==> config.mk <==
export PLATFORM = sky130hd
export DESIGN_NAME = utxr_channel
export DESIGN_NICKNAME = d
export VERILOG_FILES = /design/src/hw/utxr_fifo.v /design/src/hw/utxr_channel.v
export VERILOG_INCLUDE_DIRS = /design/src /design/src/hw
export SDC_FILE = /design/constraint.sdc
export NUM_CORES = 1
export LEC_CHECK = 0
export BUFFER_PORTS_ARGS = -buffer_cell sky130_fd_sc_hd__buf_2
export CAP_MARGIN = 20
export CORE_UTILIZATION = 40
export CTS_CLUSTER_SIZE = 28
export DETAILED_ROUTE_END_ITERATION = 10
export GPL_ROUTABILITY_DRIVEN = 0
export PLACE_DENSITY_LB_ADDON = 0.1
export SYNTH_ARGS = -nofsm -noshare
export SYNTH_HDL_FRONTEND = slang
export SYNTH_SLANG_ARGS = --single-unit
==> constraint.sdc <==
create_clock -name mclk -period 3.05 [get_ports mclk]
set_input_delay 0.1525 -clock mclk [delete_from_list [all_inputs] [get_ports mclk]]
set_output_delay 0.1525 -clock mclk [all_outputs]
set_load 0.02 [all_outputs]
==> src/hw/utxr_map.vh <==
// register offsets, field positions, reset values and timing counts for the serial channel
// assumes inclusion by the channel, its assertion module and the bench
`ifndef UTXR_MAP_VH
`define UTXR_MAP_VH
`define UTXR_OFS_HOLDING   4'h0
`define UTXR_OFS_IER       4'h1
`define UTXR_OFS_ISR       4'h2
`define UTXR_OFS_FCR       4'h2
`define UTXR_OFS_LCR       4'h3
`define UTXR_OFS_MCR       4'h4
`define UTXR_OFS_LSR       4'h5
`define UTXR_OFS_EFR       4'h6
`define UTXR_OFS_OVS       4'h7
`define UTXR_OFS_FILL      4'h8
`define UTXR_LSR_ERR_LO    2
`define UTXR_LSR_THRE      5
`define UTXR_LSR_TEMT      6
`define UTXR_IER_RXRDY     0
`define UTXR_IER_THRE      1
`define UTXR_IER_RTS       6
`define UTXR_IER_CTS       7
`define UTXR_EFR_ENH       4
`define UTXR_EFR_ARTS      6
`define UTXR_EFR_ACTS      7
`define UTXR_MCR_RTS       1
`define UTXR_FCR_EN        0
`define UTXR_LCR_RST       8'h03
`define UTXR_OVS_RST       2'h0
`define UTXR_FIFO_DEPTH    5'h10
`define UTXR_TO_EXTRA      7'h0c
`define UTXR_ISR_NONE      8'h01
`define UTXR_ISR_RXERR     8'h06
`define UTXR_ISR_RXRDY     8'h04
`define UTXR_ISR_RXTO      8'h0c
`define UTXR_ISR_THRE      8'h02
`define UTXR_ISR_FLOW      8'h20
`endif

==> src/hw/utxr_fifo.v <==
// sixteen-entry first-in first-out store used for both directions
// assumes the caller never pushes when full nor pops when empty
`timescale 1ns/1ps
module utxr_fifo #(
   parameter W = 8
) (
   input  wire         mclk,
   input  wire         arst_n,
   input  wire         flush,
   input  wire         push,
   input  wire [W-1:0] wdata,
   input  wire         pop,
   output wire [W-1:0] rdata,
   output reg  [4:0]   count_q
);
   reg [W-1:0] mem [0:15];
   reg [3:0]   wp_q;
   reg [3:0]   rp_q;

   assign rdata = mem[rp_q];

   always @(posedge mclk) begin
      if (push)
         mem[wp_q] <= wdata;
   end

   always @(posedge mclk or negedge arst_n) begin
      if (!arst_n) begin
         wp_q    <= 4'h0;
         rp_q    <= 4'h0;
         count_q <= 5'h00;
      end else if (flush) begin
         wp_q    <= 4'h0;
         rp_q    <= 4'h0;
         count_q <= 5'h00;
      end else begin
         if (push)
            wp_q <= wp_q + 4'h1;
         if (pop)
            rp_q <= rp_q + 4'h1;
         if (push && !pop)
            count_q <= count_q + 5'h01;
         else if (pop && !push)
            count_q <= count_q - 5'h01;
      end
   end
endmodule // utxr_fifo

==> src/hw/utxr_channel.v <==
// one asynchronous serial channel: holding registers, fifos, shifters, line status,
// interrupt identification and automatic rts/cts flow control.
// assumes mclk is the oversampling clock (one tick per sample); serial pins are async.
`timescale 1ns/1ps
`include "utxr_map.vh"
module utxr_channel (
   input  wire       mclk,
   input  wire       arst_n,
   input  wire [3:0] addr,
   input  wire [7:0] wdata,
   input  wire       wr_stb,
   input  wire       rd_stb,
   output reg  [7:0] rdata_q,
   input  wire       rx_pin,
   input  wire       cts_n_pin,
   output reg        tx_pin_q,
   output reg        rts_n_q,
   output wire       irq
);
   localparam TX_IDLE = 4'b0001;
   localparam TX_SEND = 4'b0010;
   localparam RX_IDLE = 4'b0001;
   localparam RX_STRT = 4'b0010;
   localparam RX_DATA = 4'b0100;
   localparam RX_STOP = 4'b1000;

   // ----------------------------------------------------------------
   // helpers
   // ----------------------------------------------------------------
   function [4:0] trig_lvl;
      input [1:0] sel;
      case (sel)
         2'h0:    trig_lvl = 5'd1;
         2'h1:    trig_lvl = 5'd4;
         2'h2:    trig_lvl = 5'd8;
         default: trig_lvl = 5'd14;
      endcase
   endfunction

   function [4:0] bit_ticks;
      input [1:0] ovs;
      case (ovs)
         2'h1:    bit_ticks = 5'd8;
         2'h2:    bit_ticks = 5'd4;
         default: bit_ticks = 5'd16;
      endcase
   endfunction

   // ----------------------------------------------------------------
   // register file
   // ----------------------------------------------------------------
   reg [7:0] ier_q, lcr_q, mcr_q, efr_q, fcr_q;
   reg [1:0] ovs_q;
   wire      fifo_en = fcr_q[`UTXR_FCR_EN];
   wire      wr_hold = wr_stb && addr == `UTXR_OFS_HOLDING;
   wire      rd_hold = rd_stb && addr == `UTXR_OFS_HOLDING;
   wire      wr_fcr  = wr_stb && addr == `UTXR_OFS_FCR;

   always @(posedge mclk or negedge arst_n) begin
      if (!arst_n) begin
         ier_q <= 8'h00;
         lcr_q <= `UTXR_LCR_RST;
         mcr_q <= 8'h00;
         efr_q <= 8'h00;
         fcr_q <= 8'h00;
         ovs_q <= `UTXR_OVS_RST;
      end else if (wr_stb) begin
         case (addr)
            `UTXR_OFS_IER: ier_q <= efr_q[`UTXR_EFR_ENH] ? wdata : {4'h0, wdata[3:0]};
            `UTXR_OFS_FCR: fcr_q <= {wdata[7:3], 2'h0, wdata[0]};
            `UTXR_OFS_LCR: lcr_q <= wdata;
            `UTXR_OFS_MCR: mcr_q <= wdata;
            `UTXR_OFS_EFR: efr_q <= wdata;
            `UTXR_OFS_OVS: ovs_q <= wdata[5:4];
            default: ;
         endcase
      end
   end

   wire [1:0] rx_trig_sel = fcr_q[7:6];
   wire [1:0] tx_trig_sel = fcr_q[5:4];
   wire [3:0] nbits  = {2'h0, lcr_q[1:0]} + 4'd5;
   wire       par_en = lcr_q[3];
   wire       par_ev = lcr_q[4];
   wire       stop2  = lcr_q[2];
   wire [4:0] bt     = bit_ticks(ovs_q);

   // ----------------------------------------------------------------
   // pin synchronisers
   // ----------------------------------------------------------------
   reg [1:0] rx_s_q, cts_s_q;
   always @(posedge mclk or negedge arst_n) begin
      if (!arst_n) begin
         rx_s_q  <= 2'h3;
         cts_s_q <= 2'h3;
      end else begin
         rx_s_q  <= {rx_s_q[0], rx_pin};
         cts_s_q <= {cts_s_q[0], cts_n_pin};
      end
   end
   wire rx_in  = rx_s_q[1];
   wire cts_n  = cts_s_q[1];

   // ----------------------------------------------------------------
   // transmit path
   // ----------------------------------------------------------------
   wire [7:0] txf_data;
   wire [4:0] txf_cnt;
   reg        hold_full_q;
   reg [7:0]  hold_q;
   reg [3:0]  tx_st_q;
   reg [10:0] tx_sh_q;
   reg [3:0]  tx_left_q;
   reg [4:0]  tx_tick_q;
   wire       tx_avail = fifo_en ? (txf_cnt != 5'h00) : hold_full_q;
   wire       cts_hold = efr_q[`UTXR_EFR_ACTS] && cts_n;
   wire       tx_load  = tx_st_q == TX_IDLE && tx_avail && !cts_hold;
   wire [7:0] tx_byte  = fifo_en ? txf_data : hold_q;
   wire       txf_push = wr_hold && fifo_en && txf_cnt != `UTXR_FIFO_DEPTH;

   utxr_fifo #(.W(8)) u_txf (
      .mclk    (mclk),
      .arst_n  (arst_n),
      .flush   (wr_fcr && (wdata[2] || !wdata[0])),
      .push    (txf_push),
      .wdata   (wdata),
      .pop     (tx_load && fifo_en),
      .rdata   (txf_data),
      .count_q (txf_cnt)
   );

   // data masked to word length; parity over the sent bits
   wire [7:0] tx_msk = tx_byte & ~(8'hff << nbits);
   wire       tx_par = ^tx_msk ^ ~par_ev;
   wire [3:0]  par_pos  = nbits + 4'd1;
   wire [10:0] tx_frame = (11'h7fe << (par_en ? par_pos : nbits)) |
                          ({10'h000, par_en & tx_par} << par_pos) | {2'h0, tx_msk, 1'b0};

   always @(posedge mclk or negedge arst_n) begin
      if (!arst_n) begin
         hold_full_q <= 1'b0;
         hold_q      <= 8'h00;
         tx_st_q     <= TX_IDLE;
         tx_sh_q     <= 11'h7ff;
         tx_left_q   <= 4'h0;
         tx_tick_q   <= 5'h00;
         tx_pin_q    <= 1'b1;
      end else begin
         if (wr_hold && !fifo_en) begin
            hold_q      <= wdata;
            hold_full_q <= 1'b1;
         end else if (tx_load && !fifo_en)
            hold_full_q <= 1'b0;
         case (tx_st_q)
            TX_IDLE: begin
               tx_pin_q <= 1'b1;
               if (tx_load) begin
                  // frame shifted out lsb first: start, data, parity, stop
                  tx_sh_q   <= tx_frame;
                  tx_left_q <= nbits + {3'h0, par_en} + {3'h0, stop2} + 4'd2;
                  tx_tick_q <= 5'h00;
                  tx_st_q   <= TX_SEND;
               end
            end
            TX_SEND: begin
               tx_pin_q <= tx_sh_q[0];
               if (tx_tick_q == bt - 5'd1) begin
                  tx_tick_q <= 5'h00;
                  tx_sh_q   <= {1'b1, tx_sh_q[10:1]};
                  tx_left_q <= tx_left_q - 4'd1;
                  if (tx_left_q == 4'd1)
                     tx_st_q <= TX_IDLE;
               end else
                  tx_tick_q <= tx_tick_q + 5'd1;
            end
            default: tx_st_q <= TX_IDLE;
         endcase
      end
   end

   wire thre = fifo_en ? (txf_cnt == 5'h00) : !hold_full_q;
   wire temt = thre && tx_st_q == TX_IDLE;

   // ----------------------------------------------------------------
   // receive path
   // ----------------------------------------------------------------
   reg [3:0]  rx_st_q;
   reg [4:0]  rx_tick_q;
   reg [3:0]  rx_idx_q;
   reg [7:0]  rx_sh_q;
   reg        rx_parb_q;
   reg        rx_prev_q;
   wire [4:0] rxf_cnt;
   wire [10:0] rxf_out;
   wire       rxf_full = rxf_cnt == `UTXR_FIFO_DEPTH;
   wire       rx_mid   = rx_tick_q == (bt >> 1) - 5'd1;
   wire       rx_end   = rx_tick_q == bt - 5'd1;
   wire       rx_done  = rx_st_q == RX_STOP && rx_end;
   wire       rx_perr  = par_en && (rx_parb_q != (^rx_sh_q ^ ~par_ev));
   wire       rx_ferr  = !rx_in;
   wire       rx_push  = rx_done && !rxf_full;
   wire       rxf_pop  = rd_hold && rxf_cnt != 5'h00;
   wire       brk      = rx_ferr && rx_sh_q == 8'h00;

   utxr_fifo #(.W(11)) u_rxf (
      .mclk    (mclk),
      .arst_n  (arst_n),
      .flush   (wr_fcr && (wdata[1] || !wdata[0])),
      .push    (rx_push),
      .wdata   ({brk, rx_ferr, rx_perr, rx_sh_q}),
      .pop     (rxf_pop),
      .rdata   (rxf_out),
      .count_q (rxf_cnt)
   );

   always @(posedge mclk or negedge arst_n) begin
      if (!arst_n) begin
         rx_st_q   <= RX_IDLE;
         rx_tick_q <= 5'h00;
         rx_idx_q  <= 4'h0;
         rx_sh_q   <= 8'h00;
         rx_parb_q <= 1'b0;
         rx_prev_q <= 1'b1;
      end else begin
         rx_prev_q <= rx_in;
         rx_tick_q <= rx_end ? 5'h00 : rx_tick_q + 5'd1;
         case (rx_st_q)
            RX_IDLE: begin
               // tick free-runs here so the timeout counts bit times
               if (rx_prev_q && !rx_in) begin
                  rx_tick_q <= 5'h00;
                  rx_st_q   <= RX_STRT;
               end
            end
            RX_STRT: if (rx_mid) begin
               rx_tick_q <= 5'h00;
               rx_idx_q  <= 4'h0;
               rx_sh_q   <= 8'h00;
               rx_st_q   <= rx_in ? RX_IDLE : RX_DATA;
            end
            RX_DATA: if (rx_end) begin
               // sample one full bit after the centred start sample
               if (rx_idx_q < nbits)
                  rx_sh_q[rx_idx_q[2:0]] <= rx_in;
               else
                  rx_parb_q <= rx_in;
               rx_idx_q <= rx_idx_q + 4'd1;
               if (rx_idx_q == nbits - {3'h0, ~par_en})
                  rx_st_q <= RX_STOP;
            end
            RX_STOP: if (rx_end)
               rx_st_q <= RX_IDLE;
            default: rx_st_q <= RX_IDLE;
         endcase
      end
   end

   // stop sampled one full bit after the last data or parity sample

   // ----------------------------------------------------------------
   // receive timeout: 4 words plus 12 bit times of silence
   // ----------------------------------------------------------------
   reg [6:0] to_bits_q;
   reg       rx_to_q;
   wire [6:0] to_lim = {1'b0, nbits, 2'b00} + `UTXR_TO_EXTRA;
   always @(posedge mclk or negedge arst_n) begin
      if (!arst_n) begin
         to_bits_q <= 7'h00;
         rx_to_q   <= 1'b0;
      end else if (rx_push || rxf_pop || rxf_cnt == 5'h00 || rx_st_q != RX_IDLE) begin
         to_bits_q <= 7'h00;
         rx_to_q   <= 1'b0;
      end else if (rx_tick_q == 5'h00 && to_bits_q != to_lim) begin
         to_bits_q <= to_bits_q + 7'd1;
      end else if (to_bits_q == to_lim)
         rx_to_q <= 1'b1;
   end

   // ----------------------------------------------------------------
   // auto rts with hysteresis, flow events
   // ----------------------------------------------------------------
   wire [4:0] rx_trig = trig_lvl(rx_trig_sel);
   wire [4:0] rts_off = rx_trig_sel == 2'h0 ? 5'd4 : rx_trig_sel == 2'h1 ? 5'd8 : 5'd14;
   wire [4:0] rts_on  = rx_trig_sel == 2'h0 ? 5'd0 : rx_trig_sel == 2'h1 ? 5'd1 :
                        rx_trig_sel == 2'h2 ? 5'd4 : 5'd8;
   reg        rts_hold_q, cts_prev_q, flow_ev_q;
   wire       auto_rts = efr_q[`UTXR_EFR_ARTS] && mcr_q[`UTXR_MCR_RTS];
   wire       rts_n_d  = !mcr_q[`UTXR_MCR_RTS] || (auto_rts && rts_hold_q);
   always @(posedge mclk or negedge arst_n) begin
      if (!arst_n) begin
         rts_hold_q <= 1'b0;
         rts_n_q    <= 1'b1;
         cts_prev_q <= 1'b1;
         flow_ev_q  <= 1'b0;
      end else begin
         if (!auto_rts)
            rts_hold_q <= 1'b0;
         else if (rxf_cnt >= rts_off)
            rts_hold_q <= 1'b1;
         else if (rxf_cnt <= rts_on)
            rts_hold_q <= 1'b0;
         rts_n_q    <= rts_n_d;
         cts_prev_q <= cts_n;
         // event wins over the clearing read of the status register
         if ((ier_q[`UTXR_IER_RTS] && !rts_n_q && rts_n_d) ||
             (ier_q[`UTXR_IER_CTS] && !cts_prev_q && cts_n))
            flow_ev_q <= 1'b1;
         else if (rd_stb && addr == `UTXR_OFS_ISR)
            flow_ev_q <= 1'b0;
      end
   end

   // ----------------------------------------------------------------
   // interrupt identification and read mux
   // ----------------------------------------------------------------
   wire rx_err_any = |rxf_out[10:8] && rxf_cnt != 5'h00;
   wire rx_rdy_int = fifo_en ? (rxf_cnt >= rx_trig) : (rxf_cnt != 5'h00);
   wire thr_int = fifo_en ? (txf_cnt < trig_lvl(tx_trig_sel)) : thre;
   reg  [7:0] interrupt_status;
   always @* begin
      interrupt_status = `UTXR_ISR_NONE;
      if (ier_q[2] && rx_err_any)
         interrupt_status = `UTXR_ISR_RXERR;
      else if (ier_q[`UTXR_IER_RXRDY] && rx_to_q)
         interrupt_status = `UTXR_ISR_RXTO;
      else if (ier_q[`UTXR_IER_RXRDY] && rx_rdy_int)
         interrupt_status = `UTXR_ISR_RXRDY;
      else if (ier_q[`UTXR_IER_THRE] && thr_int)
         interrupt_status = `UTXR_ISR_THRE;
      else if (flow_ev_q)
         interrupt_status = `UTXR_ISR_FLOW;
   end
   assign irq = !interrupt_status[0];

   wire [7:0] line_status = {1'b0, temt, thre, rxf_out[10:8] & {3{rxf_cnt != 5'h00}}, 1'b0,
                     rxf_cnt != 5'h00};

   always @(posedge mclk or negedge arst_n) begin
      if (!arst_n)
         rdata_q <= 8'h00;
      else if (rd_stb) begin
         case (addr)
            `UTXR_OFS_HOLDING: rdata_q <= rxf_out[7:0];
            `UTXR_OFS_IER:     rdata_q <= ier_q;
            `UTXR_OFS_ISR:     rdata_q <= {fifo_en, fifo_en, interrupt_status[5:0]};
            `UTXR_OFS_LCR:     rdata_q <= lcr_q;
            `UTXR_OFS_MCR:     rdata_q <= mcr_q;
            `UTXR_OFS_LSR:     rdata_q <= line_status;
            `UTXR_OFS_EFR:     rdata_q <= efr_q;
            `UTXR_OFS_OVS:     rdata_q <= {2'h0, ovs_q, 4'h0};
            `UTXR_OFS_FILL:    rdata_q <= {3'h0, rxf_cnt};
            default:           rdata_q <= 8'h00;
         endcase
      end else
         rdata_q <= 8'h00;
   end
endmodule // utxr_channel

======== Yosys cells after proc, flatten, opt, wreduce, memory -nomap -nowiden ========
Memory sizes are Yosys's and may differ from the RTL's.
Cells that the tools add are included.
word-level totals
  flip-flop bits (word level) ............. 147
  memory bits (writable) .................. 304
  word-level logic and storage cells ...... 305
  memories ................................ 2
memory list
  name       depth  width  read ports  clocked after memory_dff  wr ports  RTL line        text
  u_rxf.mem  16     11     1           0                         1         utxr_fifo.v:16  reg [W-1:0] mem [0:15];
  u_txf.mem  16     8      1           0                         1         utxr_fifo.v:16
cells by class
  $add $sub $neg .......................... 22
  order comparisons ....................... 7
  equal/unequal tests ..................... 42
  shift operators ......................... 3
  muxes and demuxes ....................... 87
  bitwise logic cells ..................... 11
  reduce and logical (&&, ||, !) cells .... 97
operators with widths
  cell                                                  number
  two-way mux 4 bit                                     25
  case mux 8 bit (9 select lines)                       1
  two-way mux 5 bit                                     11
  two-way mux 8 bit                                     6
  logical AND 1 bit                                     38
  two-way mux 6 bit                                     5
  case mux 5 bit (2 select lines)                       3
  adder 4 x 1 -> 4 bit (second input constant)          6
  case mux 4 bit (2 select lines)                       3
  case mux 4 bit (3 select lines)                       2
  two-way mux 11 bit                                    2
  case mux 11 bit (2 select lines)                      1
  adder 5 x 1 -> 5 bit (second input constant)          4
  equality test 4 x 3 -> 1 bit (second input constant)  5
  != test 2 bit (second input constant)                 10
  nonzero test 2 bit                                    10
  two-way mux 1 bit                                     19
  equality test 4 x 1 -> 1 bit (second input constant)  4
  equality test 4 x 2 -> 1 bit (second input constant)  4
  case mux 4 bit (4 select lines)                       1
  case mux 8 bit (2 select lines)                       1
  AND reduction 2 bit                                   8
  parity 8 bit                                          2
  equality test 5 bit                                   3
  other kinds (55)                                      95

======== Logic depth before layout (Yosys ltp) ========
Gate-level depths: netlist (run 1).
  word-level depth ........................ 12
  gate-level depth with buffers ........... 15
  mapped depth without buffers ............ 15

======== Modules after synthesis ========
From an unflattened synthesis (run 1), not the netlist that was laid out.
second synthesis, totals
  cells, all modules ...................... 1397
  area total of the unflattened synthesis .. 20200.6 sq um
by module, submodules not included
  module             instances  cells each  area each (sq um)
  utxr_fifo (u_rxf)  1          370         7459.7
  utxr_channel       1          729         6969.2
  utxr_fifo (u_txf)  1          298         5771.8

======== Worst setup path after synthesis (run 1) ========
Ideal clock, no wire load.
  path kind ............................... register to register
  start ................................... register lcr_q[0]
  end ..................................... register rx_sh_q[2]
  setup time .............................. 0.110 ns
  arrival time ............................ 3.141 ns
  required time ........................... 2.940 ns
  setup slack ............................. -0.201 ns
  cell stages (with the launch flop) ...... 15
  buffers on the path ..................... 2
  clock period less this slack ............ 3.251 ns
  cells stage by stage .................... dfstp_2 clkbuf_1 inv_1 ha_1 inv_1 ha_1 o21a_1 o21a_1 o21ai_0 nand2b_1 o21ai_0 o211ai_1 or3_1 clkbuf_1 o41ai_1
between the ends
  cells in the longest elaborated chain, start to end .. 4
RTL lines
  element                               RTL line            text
  from (decl)                           utxr_channel.v:52   reg [7:0] ier_q, lcr_q, mcr_q, efr_q, fcr_q;
  from (signal assigned)                utxr_channel.v:62   lcr_q <= `UTXR_LCR_RST;
  from (signal assigned)                utxr_channel.v:71   `UTXR_OFS_LCR: lcr_q <= wdata;
  adder 2 x 3 -> 4 bit                  utxr_channel.v:82   wire [3:0] nbits = {2'h0, lcr_q[1:0]} + 4'd5;
  < comparator 4 bit                    utxr_channel.v:243  if (rx_idx_q < nbits)
  != test 2 bit (no source line)        n/a
  AND reduction 4 bit (no source line)  n/a
  to (signal, indexed assignment)       utxr_channel.v:244  rx_sh_q[rx_idx_q[2:0]] <= rx_in;
  to (decl)                             utxr_channel.v:190  reg [7:0] rx_sh_q;
No other way between the ends.
A chain may end at the register's enable or synchronous reset.

======== Worst setup path in the final report (run 1) ========
  start ................................... register u_rxf.rp_q[0]
  end ..................................... output irq
between the ends
  cells in the longest elaborated chain, start to end .. 6
RTL lines
  element                    RTL line            text
  from (decl)                utxr_fifo.v:18      reg [3:0] rp_q;
  from (signal assigned)     utxr_fifo.v:40      rp_q <= rp_q + 4'h1;
  memory read (16 x 11 bit)  n/a
  OR reduction 3 bit         utxr_channel.v:316  wire rx_err_any = |rxf_out[10:8] && rxf_cnt != 5'h00;
  logical AND 1 bit          utxr_channel.v:316
  logical AND 1 bit          utxr_channel.v:322  if (ier_q[2] && rx_err_any)
  two-way mux 6 bit          utxr_channel.v:322
  logical NOT 1 bit          utxr_channel.v:333  assign irq = !interrupt_status[0];
  to (decl)                  utxr_channel.v:18   output wire irq
No other way between the ends.

==> metrics.txt, run 1 <==
# clock sinks ~450; worst skew pair latency 590 ps; Worst path slowest cell mux4_2; Synthesis Warnings 0; worst hold path stage count 2; Worst Path Max Fanout 7; switching share of power 0.311; Data required, critical path slightly below 3000 ps; worst reg2reg path depth 11; Max IR drop VDD roughly 0.46 mV; WHS ~18 ps; synth unique cells between 60 and 70; crit-path max cell delay between 500 and 600 ps; most frequent cells in the layout edfxtp_1 (304), buf_4 (124), dfrtp_1 (117); first-pass GRT wire length 75.7 mm; Max-Cap Viols 0; I/O pin count 29; Mean Syn Cell Area ~15 sq um; Final setup viols 1; max_slew headroom 0.418; power share of the clock group 0.305; fmax 307 MHz; overall die width about 230 um; Core ar. ~49,000 sq um; final worst slack -207 ps; Post-Syn Nets 1,443; post-synthesis instance total around 1,400; Slew @ Worst Pin 860 ps; register area share after synthesis 0.639; fraction of registers with async set/reset 0.321; Seq pwr share 0.384; P_int about 13,000 uW; Hold Crit Class primary input to flip-flop; GRT overflow 0; Seq cells post-synth ~450; initial core utilization 0.407; clk slew on worst S/H paths 60 ps; clk_skew between 15 and 20 ps; fraction of layout cells with a size suffix above 1 0.266; Tot GR Track Use 0.202; Iter 0 DRT Violations roughly 850; vias in the first global route approximately 12,000; combinational power share 0.311; chip height approximately 230 um; CP Data Arrival Time roughly 3100 ps; final instance area around 24,000 sq um; Post-synth EDFFs a little over 300; Slew Limit Fails 0; status finished, violations left; H-tree levels 2; Nets approximately 1,600; first drt pass iteration count 5; Avg WL per Cell between 20 and 25 um; largest net degree at the start of global routing 71; Tcrit/Tclk final 1.07; Row Count 81; Sw Pwr between 6000 and 7000 uW; input/output buffers 28; area growth from synthesis to layout 18.8%; CP cell instances buf_12, mux4_2, mux4_2, o311ai_4, and2_1, nor2b_4, nand2b_4, buf_6; crit end category primary output; CTS buffer count 49; DP HPWL 34.1 mm; critical path class flip-flop to primary output; total wire length about 50 mm; total die area between 50,000 and 60,000 sq um; commonest non-fill, non-tap cell in the layout edfxtp_1; violated checks negative setup slack; placed cell area between 20,000 and 25,000 sq um; DR vias 11,972; power density over cell area 824 nW/um^2; unrepaired setup endpoints after global routing yes; Post-Syn Area 20,000 sq um; top_reg_cell synth edfxtp_1; Leak Pwr approximately 0.0085 uW; Avg Vias per Cell roughly 5.4; minimum clock period about 3300 ps; CP dominant cell by count mux4_2; Max Buffers Root-to-Sink 3; final hold violation count 0; TritonCTS clock tree built; Post-DRT Antenna Nets 0; dpl ws -13.7 ps; DR DRC count 0; CTS root buffer clkbuf_16; critical path launch point type flip-flop; initial antenna violation count 4
critical path, delay by kind of cell, from the launching register on:
family / cells / cell delay, ps
compound gates: 1 / 310
mux: 2 / 1060
flops: 1 / 420
buf+inv: 2 / 290
simple gates: 3 / 450
cells in the mapped netlist, types with 22 or more instances:
library cell / count / area share
dfrtp_1: 121 / 0.15
ha_1: 59 / 0.037
mux2i_1: 32 / 0.016
mux4_2: 78 / 0.088
edfxtp_1: 304 / 0.46
nor3_1: 24 / 0.0060
and2_1: 22 / 0.0069
clkbuf_1: 34 / 0.0064
inv_1: 62 / 0.012
dfstp_2: 23 / 0.030
nor2_1: 94 / 0.018
mux2_2: 37 / 0.021
a21oi_1: 43 / 0.011
xor2_1: 22 / 0.0097
o21ai_0: 54 / 0.014
nand3_1: 31 / 0.0078
nand2_1: 93 / 0.017
xnor2_1: 34 / 0.015
flip-flops by register name, indices dropped and copies added, names as in the netlist, 7 cells and up:
signal	count
efr_q	8
hold_q	8
ier_q	8
lcr_q	8
mcr_q	8
rdata_q	8
rx_sh_q	8
to_bits_q	7
tx_sh_q	11
u_rxf.mem	176
u_txf.mem	128
logic make-up after synthesis:
group,count (synthesis),share of synthesized area
simple gates,341,0.0825
compound gates,190,0.0624
buf+inv,118,0.0255
fa+ha+maj,62,0.0400
mux,147,0.125
flops,448,0.639
xor+xnor,57,0.0254
stage by stage:
step	power (uW)	instances	util	setup TNS (ps)
3_3_place_gp	13300	2126	0.444	0
5_1_grt	20600	2237	0.483	-313
3_5_place_dp	13400	2126	0.444	-13.7
6_report	19500	2237	0.483	-207
2_1_floorplan	11400	1363	-	0
4_1_cts	19600	2231	0.480	-233
path summary, 6_finish.rpt:
| check | slack, ps | start | to |
|---|---|---|---|
| setup reg to reg | 170 | u_txf.rp_q[1] | tx_sh_q[5] |
| min in group asynchronous | 180 | arst_n | u_txf.rp_q[0] |
| max in group asynchronous | 2070 | arst_n | lcr_q[1] |
| hold reg to reg | 350 | cts_s_q[0] | cts_s_q[1] |
| hold / removal | 20 | wdata[2] | u_txf.mem[0][2] |
| setup / recovery | -210 | u_rxf.rp_q[0] | irq |
power groups by stage:
stage | combinational (uW) | clock [uW] | sequential (uW)
6_report | 6070 | 5960 | 7500
5_1_grt | 6700 | 6310 | 7560
4_1_cts | 5970 | 6130 | 7490
3_5_place_dp | 5770 | 0 | 7600
3_3_place_gp | 5730 | 0 | 7590
2_1_floorplan | 3910 | 0 | 7480
final cells by class:
| cell class | instances | area [sq um] |
|---|---|---|
| Clock buffer | 66 | 1370 |
| Sequential cell | 448 | 12800 |
| Antenna cell | 1 | 2.50 |
| Tap cell | 664 | 831 |
| Fill cell | 4299 | 25300 |
| Inverter | 64 | 240 |
| Timing Repair Buffer | 171 | 1410 |
| Clock inverter | 26 | 256 |
| Multi-Input combinational cell | 797 | 6830 |
per-layer routing:
metal / share of wire / vias to the layer above / global-route usage
met5: 0.00086 / - / 0
li1: - / 5501 / -
met1: 0.45 / 6132 / 0.271
met3: 0.045 / 77 / 0.0353
met2: 0.48 / 256 / 0.337
met4: 0.023 / 6 / 0.0553
repair_timing:
| action | in CTS | in global routing |
|---|---|---|
| setup endpoints to repair | 2 | 21 |
| gates cloned | 1 | 1 |
| setup buffers | 7 | 3 |
| resized for setup | 7 | 20 |
| endpoints found under the hold margin | 81 | 0 |
| pin swaps | 2 | 6 |
| hold buffers | 5 | 0 |
No activity file was read; power rests on OpenSTA's default activity.
==> run 2: changes to the inputs <==
Settings changed: CELL_PAD_IN_SITES_DETAIL_PLACEMENT from default to 0, CELL_PAD_IN_SITES_GLOBAL_PLACEMENT from default to 1.
==> run 2 against run 1 <==
Against the previous run: critical path type unchanged; utilization grew 0.061 points; flip-flop and latch count did not move; final cell count did not move; first-iteration DRC count grew 16%; non-clock buffer count up 3; largest power group unchanged; setup slack worse by 65 ps; the flow still finishes with violations (negative setup slack).
==> metrics.txt, run 2 (synthesized netlist as in run 1, its figures left out) <==
status finished, violations left (unchanged); violated checks negative setup slack (unchanged); FILL cells 4,326 (was 4,299); Tot GR Track Use 0.209 (was 0.202); max reg flops 176 (unchanged); unrepaired setup endpoints after global routing yes (unchanged); first drt pass iteration count 8 (was 5); P_int 13,300 uW (was 13,500 uW); # clock sinks 448 (unchanged); overall die width 225 um (unchanged); Reg area 12,800 sq um (about the same); final worst slack -271 ps (was -207 ps); Multi-input gate area 6920 sq um (was 6830 sq um); I/O pin count 29 (unchanged); dpl cells 2,124 (was 2,126); Row Count 81 (unchanged); total negative slack -271 ps (was -207 ps); total die area 50,800 sq um (unchanged); GRT overflow 0 (unchanged); Layout Cells excl Fill 2,237 (unchanged); Avg WL per Cell 22.8 um (was 22.3 um); power share of the clock group 0.300 (was 0.305); total wire length 51.1 mm (was 49.9 mm); crit end category primary output (unchanged); Largest Register u_rxf.mem (unchanged); placed cell area 21,700 sq um (was 21,800 sq um); Leak Pwr 0.00850 uW (was 0.00852 uW); commonest non-fill, non-tap cell in the layout edfxtp_1 (unchanged); CTS buffer count 48 (was 49); chip height 225 um (unchanged); critical path launch point type flip-flop (unchanged); Max IR drop VDD 0.478 mV (was 0.464 mV); CTS root buffer clkbuf_16 (unchanged); DP HPWL 34.6 mm (was 34.1 mm); Worst Path Max Fanout 3 (was 7); Post-DRT Antenna Nets 0 (unchanged); DR DRC count 0 (unchanged); Max Buffers Root-to-Sink 3 (unchanged); CP Data Arrival Time 3170 ps (was 3100 ps); DR vias 11,970 (was 11,972); total power 19,500 uW (about the same); Largest regs u_rxf.mem (176), u_txf.mem (128), tx_sh_q (11) (unchanged); Seq pwr share 0.388 (was 0.384); Final setup viols 1 (unchanged); vias in the first global route 12,187 (was 12,150); power density over cell area 819 nW/um^2 (was 824 nW/um^2); Slew @ Worst Pin 1110 ps (was 860 ps); first-pass GRT wire length 77.8 mm (was 75.7 mm); Routed met2 length 23.5 mm (was 24.1 mm); Core ar. 49,100 sq um (unchanged); wl on met1 23.9 mm (was 22.5 mm); Max-Cap Viols 0 (unchanged); metal3 WL 2.62 mm (was 2.23 mm); final instance area 23,700 sq um (about the same); Sw Pwr 6130 uW (was 6070 uW); fraction of layout cells with a size suffix above 1 0.271 (was 0.266); Data required, critical path 2900 ps (about the same); Hold Crit Class primary input to flip-flop (unchanged); area growth from synthesis to layout 18.9% (was 18.8%); clk slew on worst S/H paths 60 ps (about the same); Tcrit/Tclk final 1.09 (was 1.07); initial core utilization 0.407 (unchanged); Iter 0 DRT Violations 988 (was 852); minimum clock period 3320 ps (was 3260 ps); input/output buffers 28 (unchanged); Avg Vias per Cell 5.35 (about the same); fmax 301 MHz (was 307 MHz); combinational power share 0.312 (was 0.311); max_slew headroom 0.259 (was 0.418); initial antenna violation count 1 (was 4); switching share of power 0.315 (was 0.311); H-tree levels 2 (unchanged); uppermost layer routed met5 (unchanged); clk_skew 21.8 ps (was 16.6 ps); critical path class flip-flop to primary output (unchanged); Nets 1,613 (was 1,611); Slew Limit Fails 0 (unchanged); ant diodes 0 (was 1); WHS 52.2 ps (was 18.4 ps); TritonCTS clock tree built (unchanged); final hold violation count 0 (unchanged); largest net degree at the start of global routing 60 (was 71); worst skew pair latency 600 ps (was 590 ps); most frequent cells in the layout edfxtp_1 (304), buf_4 (127), dfrtp_1 (118) (was edfxtp_1 (304), buf_4 (124), dfrtp_1 (117))
run 2: cell types whose count changed in the layout (fill, tap and decap cells not counted), sizes merged:
| cell | delta |
|---|---|
| buf | +2 |
| clkbuf | -1 |
| clkinv | -1 |
| diode | -1 |
| dlygate4sd3 | +2 |
| inv | -1 |
run 2: worst paths after layout:
check                              start       endpoint  slack [ps]  cells past startpoint
hold reg to reg                rx_s_q[0]      rx_s_q[1]         360                      0
setup reg to reg           u_rxf.rp_q[0]     rdata_q[0]         130                     10
min in group asynchronous         arst_n  u_txf.wp_q[0]         110                      2
setup / recovery           u_rxf.rp_q[0]            irq        -270                      9
max in group asynchronous         arst_n  u_rxf.rp_q[1]        2060                      3
hold / removal                    wr_stb       ovs_q[1]          50                      3
run 2: metrics by stage:
stage	utilization	setup slack (ps)
2_1_floorplan	-	2.90
3_3_place_gp	0.443	-51.2
3_5_place_dp	0.443	6.06
4_1_cts	0.480	-310
5_1_grt	0.484	-326
6_report	0.484	-271
run 2: worst max-delay path: stages (launching register included):
cell and delay [ps]:
dfrtp_2 430, buf_6 130, buf_16 100, mux4_2 490, mux4_2 560, o311ai_4 320, and2_4 200, nor2b_4 160
nand2b_4 70, buf_6 130
run 2: area by class of cell:
class / instances / share of cell area
clock buffer: 66 / 0.0551
timing repair buffer: 174 / 0.0587
tap: 664 / 0.0350
inverter: 64 / 0.0103
multi-input combinational: 797 / 0.291
sequential: 448 / 0.538
clock inverter: 24 / 0.0118
run 2: what timing repair did:
| item | 4_1_cts | 5_1_grt |
|---|---|---|
| buffers inserted | 4 | 11 |
| hold buffers | 7 | 0 |
| resized for setup | 12 | 37 |
| gates cloned | 2 | 0 |
| pin swaps | 2 | 13 |
| endpoints found under the hold margin | 92 | 0 |
| setup endpoints to repair | 3 | 20 |
run 2: power groups by stage:
stage,combinational (uW),sequential (uW),clock (uW)
detailed placement,5730,7640,0
floorplan,3910,7480,0
global placement,5720,7640,0
global route,6690,7630,6210
CTS,5950,7540,5980
finish,6060,7550,5840
run 2: layer usage:
metal	global-route usage	vias up
met5	0	-
li1	-	5517
met4	0.0553	2
met3	0.0403	67
met2	0.323	236
met1	0.301	6148
==> run 3: changes to the inputs <==
Settings changed: REMOVE_ABC_BUFFERS from default to 1.
==> run 3 against run 2 <==
Against the previous run: utilization is essentially flat; highest routed layer unchanged; die area is the same; the run still ends with negative setup slack left; sequential share of layout area is essentially flat; largest cell class unchanged; critical endpoint unchanged; sequential power is essentially flat.
==> metrics.txt, run 3 (synthesized netlist as in run 1, its figures left out) <==
GRT overflow 0 (unchanged); reg2reg setup slack 140 ps (was 130 ps); crit path from u_rxf.rp_q[0] (unchanged); unrepaired setup endpoints after global routing yes (unchanged); commonest non-fill, non-tap cell in the layout edfxtp_1 (unchanged); Layout Cells excl Fill 2,228 (was 2,237); Row Count 81 (unchanged); Max Buffers Root-to-Sink 3 (unchanged); overall die width 225 um (unchanged); clk_skew 11.2 ps (was 21.8 ps); total die area 50,800 sq um (unchanged); worst hold path stage count 1 (was 3); final instance area 23,700 sq um (about the same); area growth from synthesis to layout 18.9% (about the same); placed cell area 21,600 sq um (was 21,700 sq um); max reg flops 176 (unchanged); critical path launch point type flip-flop (unchanged); Max-Cap Viols 0 (unchanged); Tcrit/Tclk final 1.07 (was 1.09); # clock sinks 448 (unchanged); reg2reg start u_rxf.rp_q[0] (unchanged); Nets 1,602 (was 1,613); WHS 36.6 ps (was 52.2 ps); Leak Pwr 0.00857 uW (was 0.00850 uW); Max IR drop VDD 0.509 mV (was 0.478 mV); first drt pass iteration count 5 (was 8); Largest regs u_rxf.mem (176), u_txf.mem (128), tx_sh_q (11) (unchanged); Iter 0 DRT Violations 775 (was 988); I/O pin count 29 (unchanged); max_slew headroom 0.374 (was 0.259); clk slew on worst S/H paths 60 ps (about the same); DP HPWL 34.4 mm (was 34.6 mm); Hold Crit Class primary input to flip-flop (unchanged); first-pass GRT wire length 76.7 mm (was 77.8 mm); Core ar. 49,100 sq um (unchanged); worst skew pair latency 580 ps (was 600 ps); Data required, critical path 2900 ps (about the same); chip height 225 um (unchanged); largest net degree at the start of global routing 84 (was 60); initial core utilization 0.407 (unchanged); Post-DRT Antenna Nets 0 (unchanged); Final setup viols 1 (unchanged); Largest Register u_rxf.mem (unchanged); initial antenna violation count 4 (was 1); CP Data Arrival Time 3110 ps (was 3170 ps); fraction of layout cells with a size suffix above 1 0.266 (was 0.271); H-tree levels 2 (unchanged); power density over cell area 838 nW/um^2 (was 819 nW/um^2); critical path class flip-flop to primary output (unchanged); status finished, violations left (unchanged); final worst slack -210 ps (was -271 ps); DR vias 11,839 (was 11,970); CTS root buffer clkbuf_16 (unchanged); Slew Limit Fails 0 (unchanged); combinational power share 0.300 (was 0.312); switching share of power 0.305 (was 0.315); Avg Vias per Cell 5.31 (was 5.35); Worst Path Max Fanout 5 (was 3); violated checks negative setup slack (unchanged); total negative slack -210 ps (was -271 ps); Seq pwr share 0.380 (was 0.388); final hold violation count 0 (unchanged); CTS buffer count 49 (was 48); Slew @ Worst Pin 926 ps (was 1110 ps); crit end category primary output (unchanged); P_int 13,800 uW (was 13,300 uW); minimum clock period 3260 ps (was 3320 ps); fmax 307 MHz (was 301 MHz); most frequent cells in the layout edfxtp_1 (304), dfrtp_1 (117), buf_4 (115) (was edfxtp_1 (304), buf_4 (127), dfrtp_1 (118)); vias in the first global route 12,094 (was 12,187); input/output buffers 28 (unchanged); Sw Pwr 6050 uW (was 6130 uW); total wire length 50.3 mm (was 51.1 mm); hold_sp wdata[2] (was wr_stb); power share of the clock group 0.320 (was 0.300); Tot GR Track Use 0.205 (was 0.209); TritonCTS clock tree built (unchanged); Avg WL per Cell 22.6 um (was 22.8 um); DR DRC count 0 (unchanged); worst reg2reg path depth 8 (was 10); dpl cells 2,120 (was 2,124)
run 3: cell types whose count changed in the layout (fill, tap and decap cells not counted), moves of 4 or more:
cell	change
clkbuf_16	+5
nor4_1	+4
bufinv_16	+5
clkbuf_8	-4
clkinv_2	+6
buf_4	-12
clkbuf_1	-10
nor4_2	-4
clkinv_4	+4
clkinvlp_4	-4
run 3: layout make-up:
cell class / count / area [sq um]
diodes: 2 / 5.00
clock buffers: 57 / 1340
clock inverters: 34 / 405
fillers: 4373 / 25300
inverters: 64 / 240
multi-input cells: 797 / 6820
flip-flops and latches: 448 / 12800
well taps: 664 / 831
repair buffers: 162 / 1330
run 3: stage by stage:
| stage | setup slack (ps) | util | total power [uW] |
|---|---|---|---|
| after global routing | -326 | 0.484 | 20900 |
| after CTS | -269 | 0.481 | 20000 |
| final | -210 | 0.484 | 19900 |
| after global placement | 46.1 | 0.441 | 13300 |
| after detailed placement | 24.7 | 0.441 | 13300 |
| after floorplan | -1060 | - | 11200 |
run 3: worst max-delay path, cell delays in order, from the launching register on:
cell and delay (ps):
dfrtp_2 410, buf_12 120, buf_16 110, mux4_2 480, mux4_2 530, o311ai_4 310, and2_4 190, nor2b_4 170
nand2b_4 70, buf_6 130
run 3: timing repair:
action | 4_1_cts | 5_1_grt
pin swaps | 2 | 13
buffers inserted | 6 | 1
cloned | 2 | 0
endpoints found under the hold margin | 92 | 0
resized for setup | 8 | 28
setup endpoints to repair | 1 | 21
hold buffers | 5 | 0
run 3: path summary, 6_finish.rpt:
check,to
worst min-delay path,u_txf.mem[0][2]
worst max register to register,rdata_q[5]
max in group asynchronous,tx_sh_q[2]
worst max-delay path,irq
worst min register to register,cts_s_q[1]
min in group asynchronous,rdata_q[1]
run 3: power groups by stage:
stage / registers [uW] / clock network, uW / logic [uW]
floorplan: 7910 / 0 / 3300
global placement: 7640 / 0 / 5640
detailed placement: 7650 / 0 / 5650
CTS: 7540 / 6520 / 5930
global route: 7620 / 6720 / 6590
finish: 7550 / 6360 / 5970
run 3: per-layer routing:
layer / up-vias / GRT usage / wire length (um)
met2: 217 / 0.353 / 25200
li1: 5491 / - / -
met4: 4 / 0.0696 / 1380
met5: - / 0 / 25
met1: 6045 / 0.263 / 21700
met3: 82 / 0.0313 / 1980
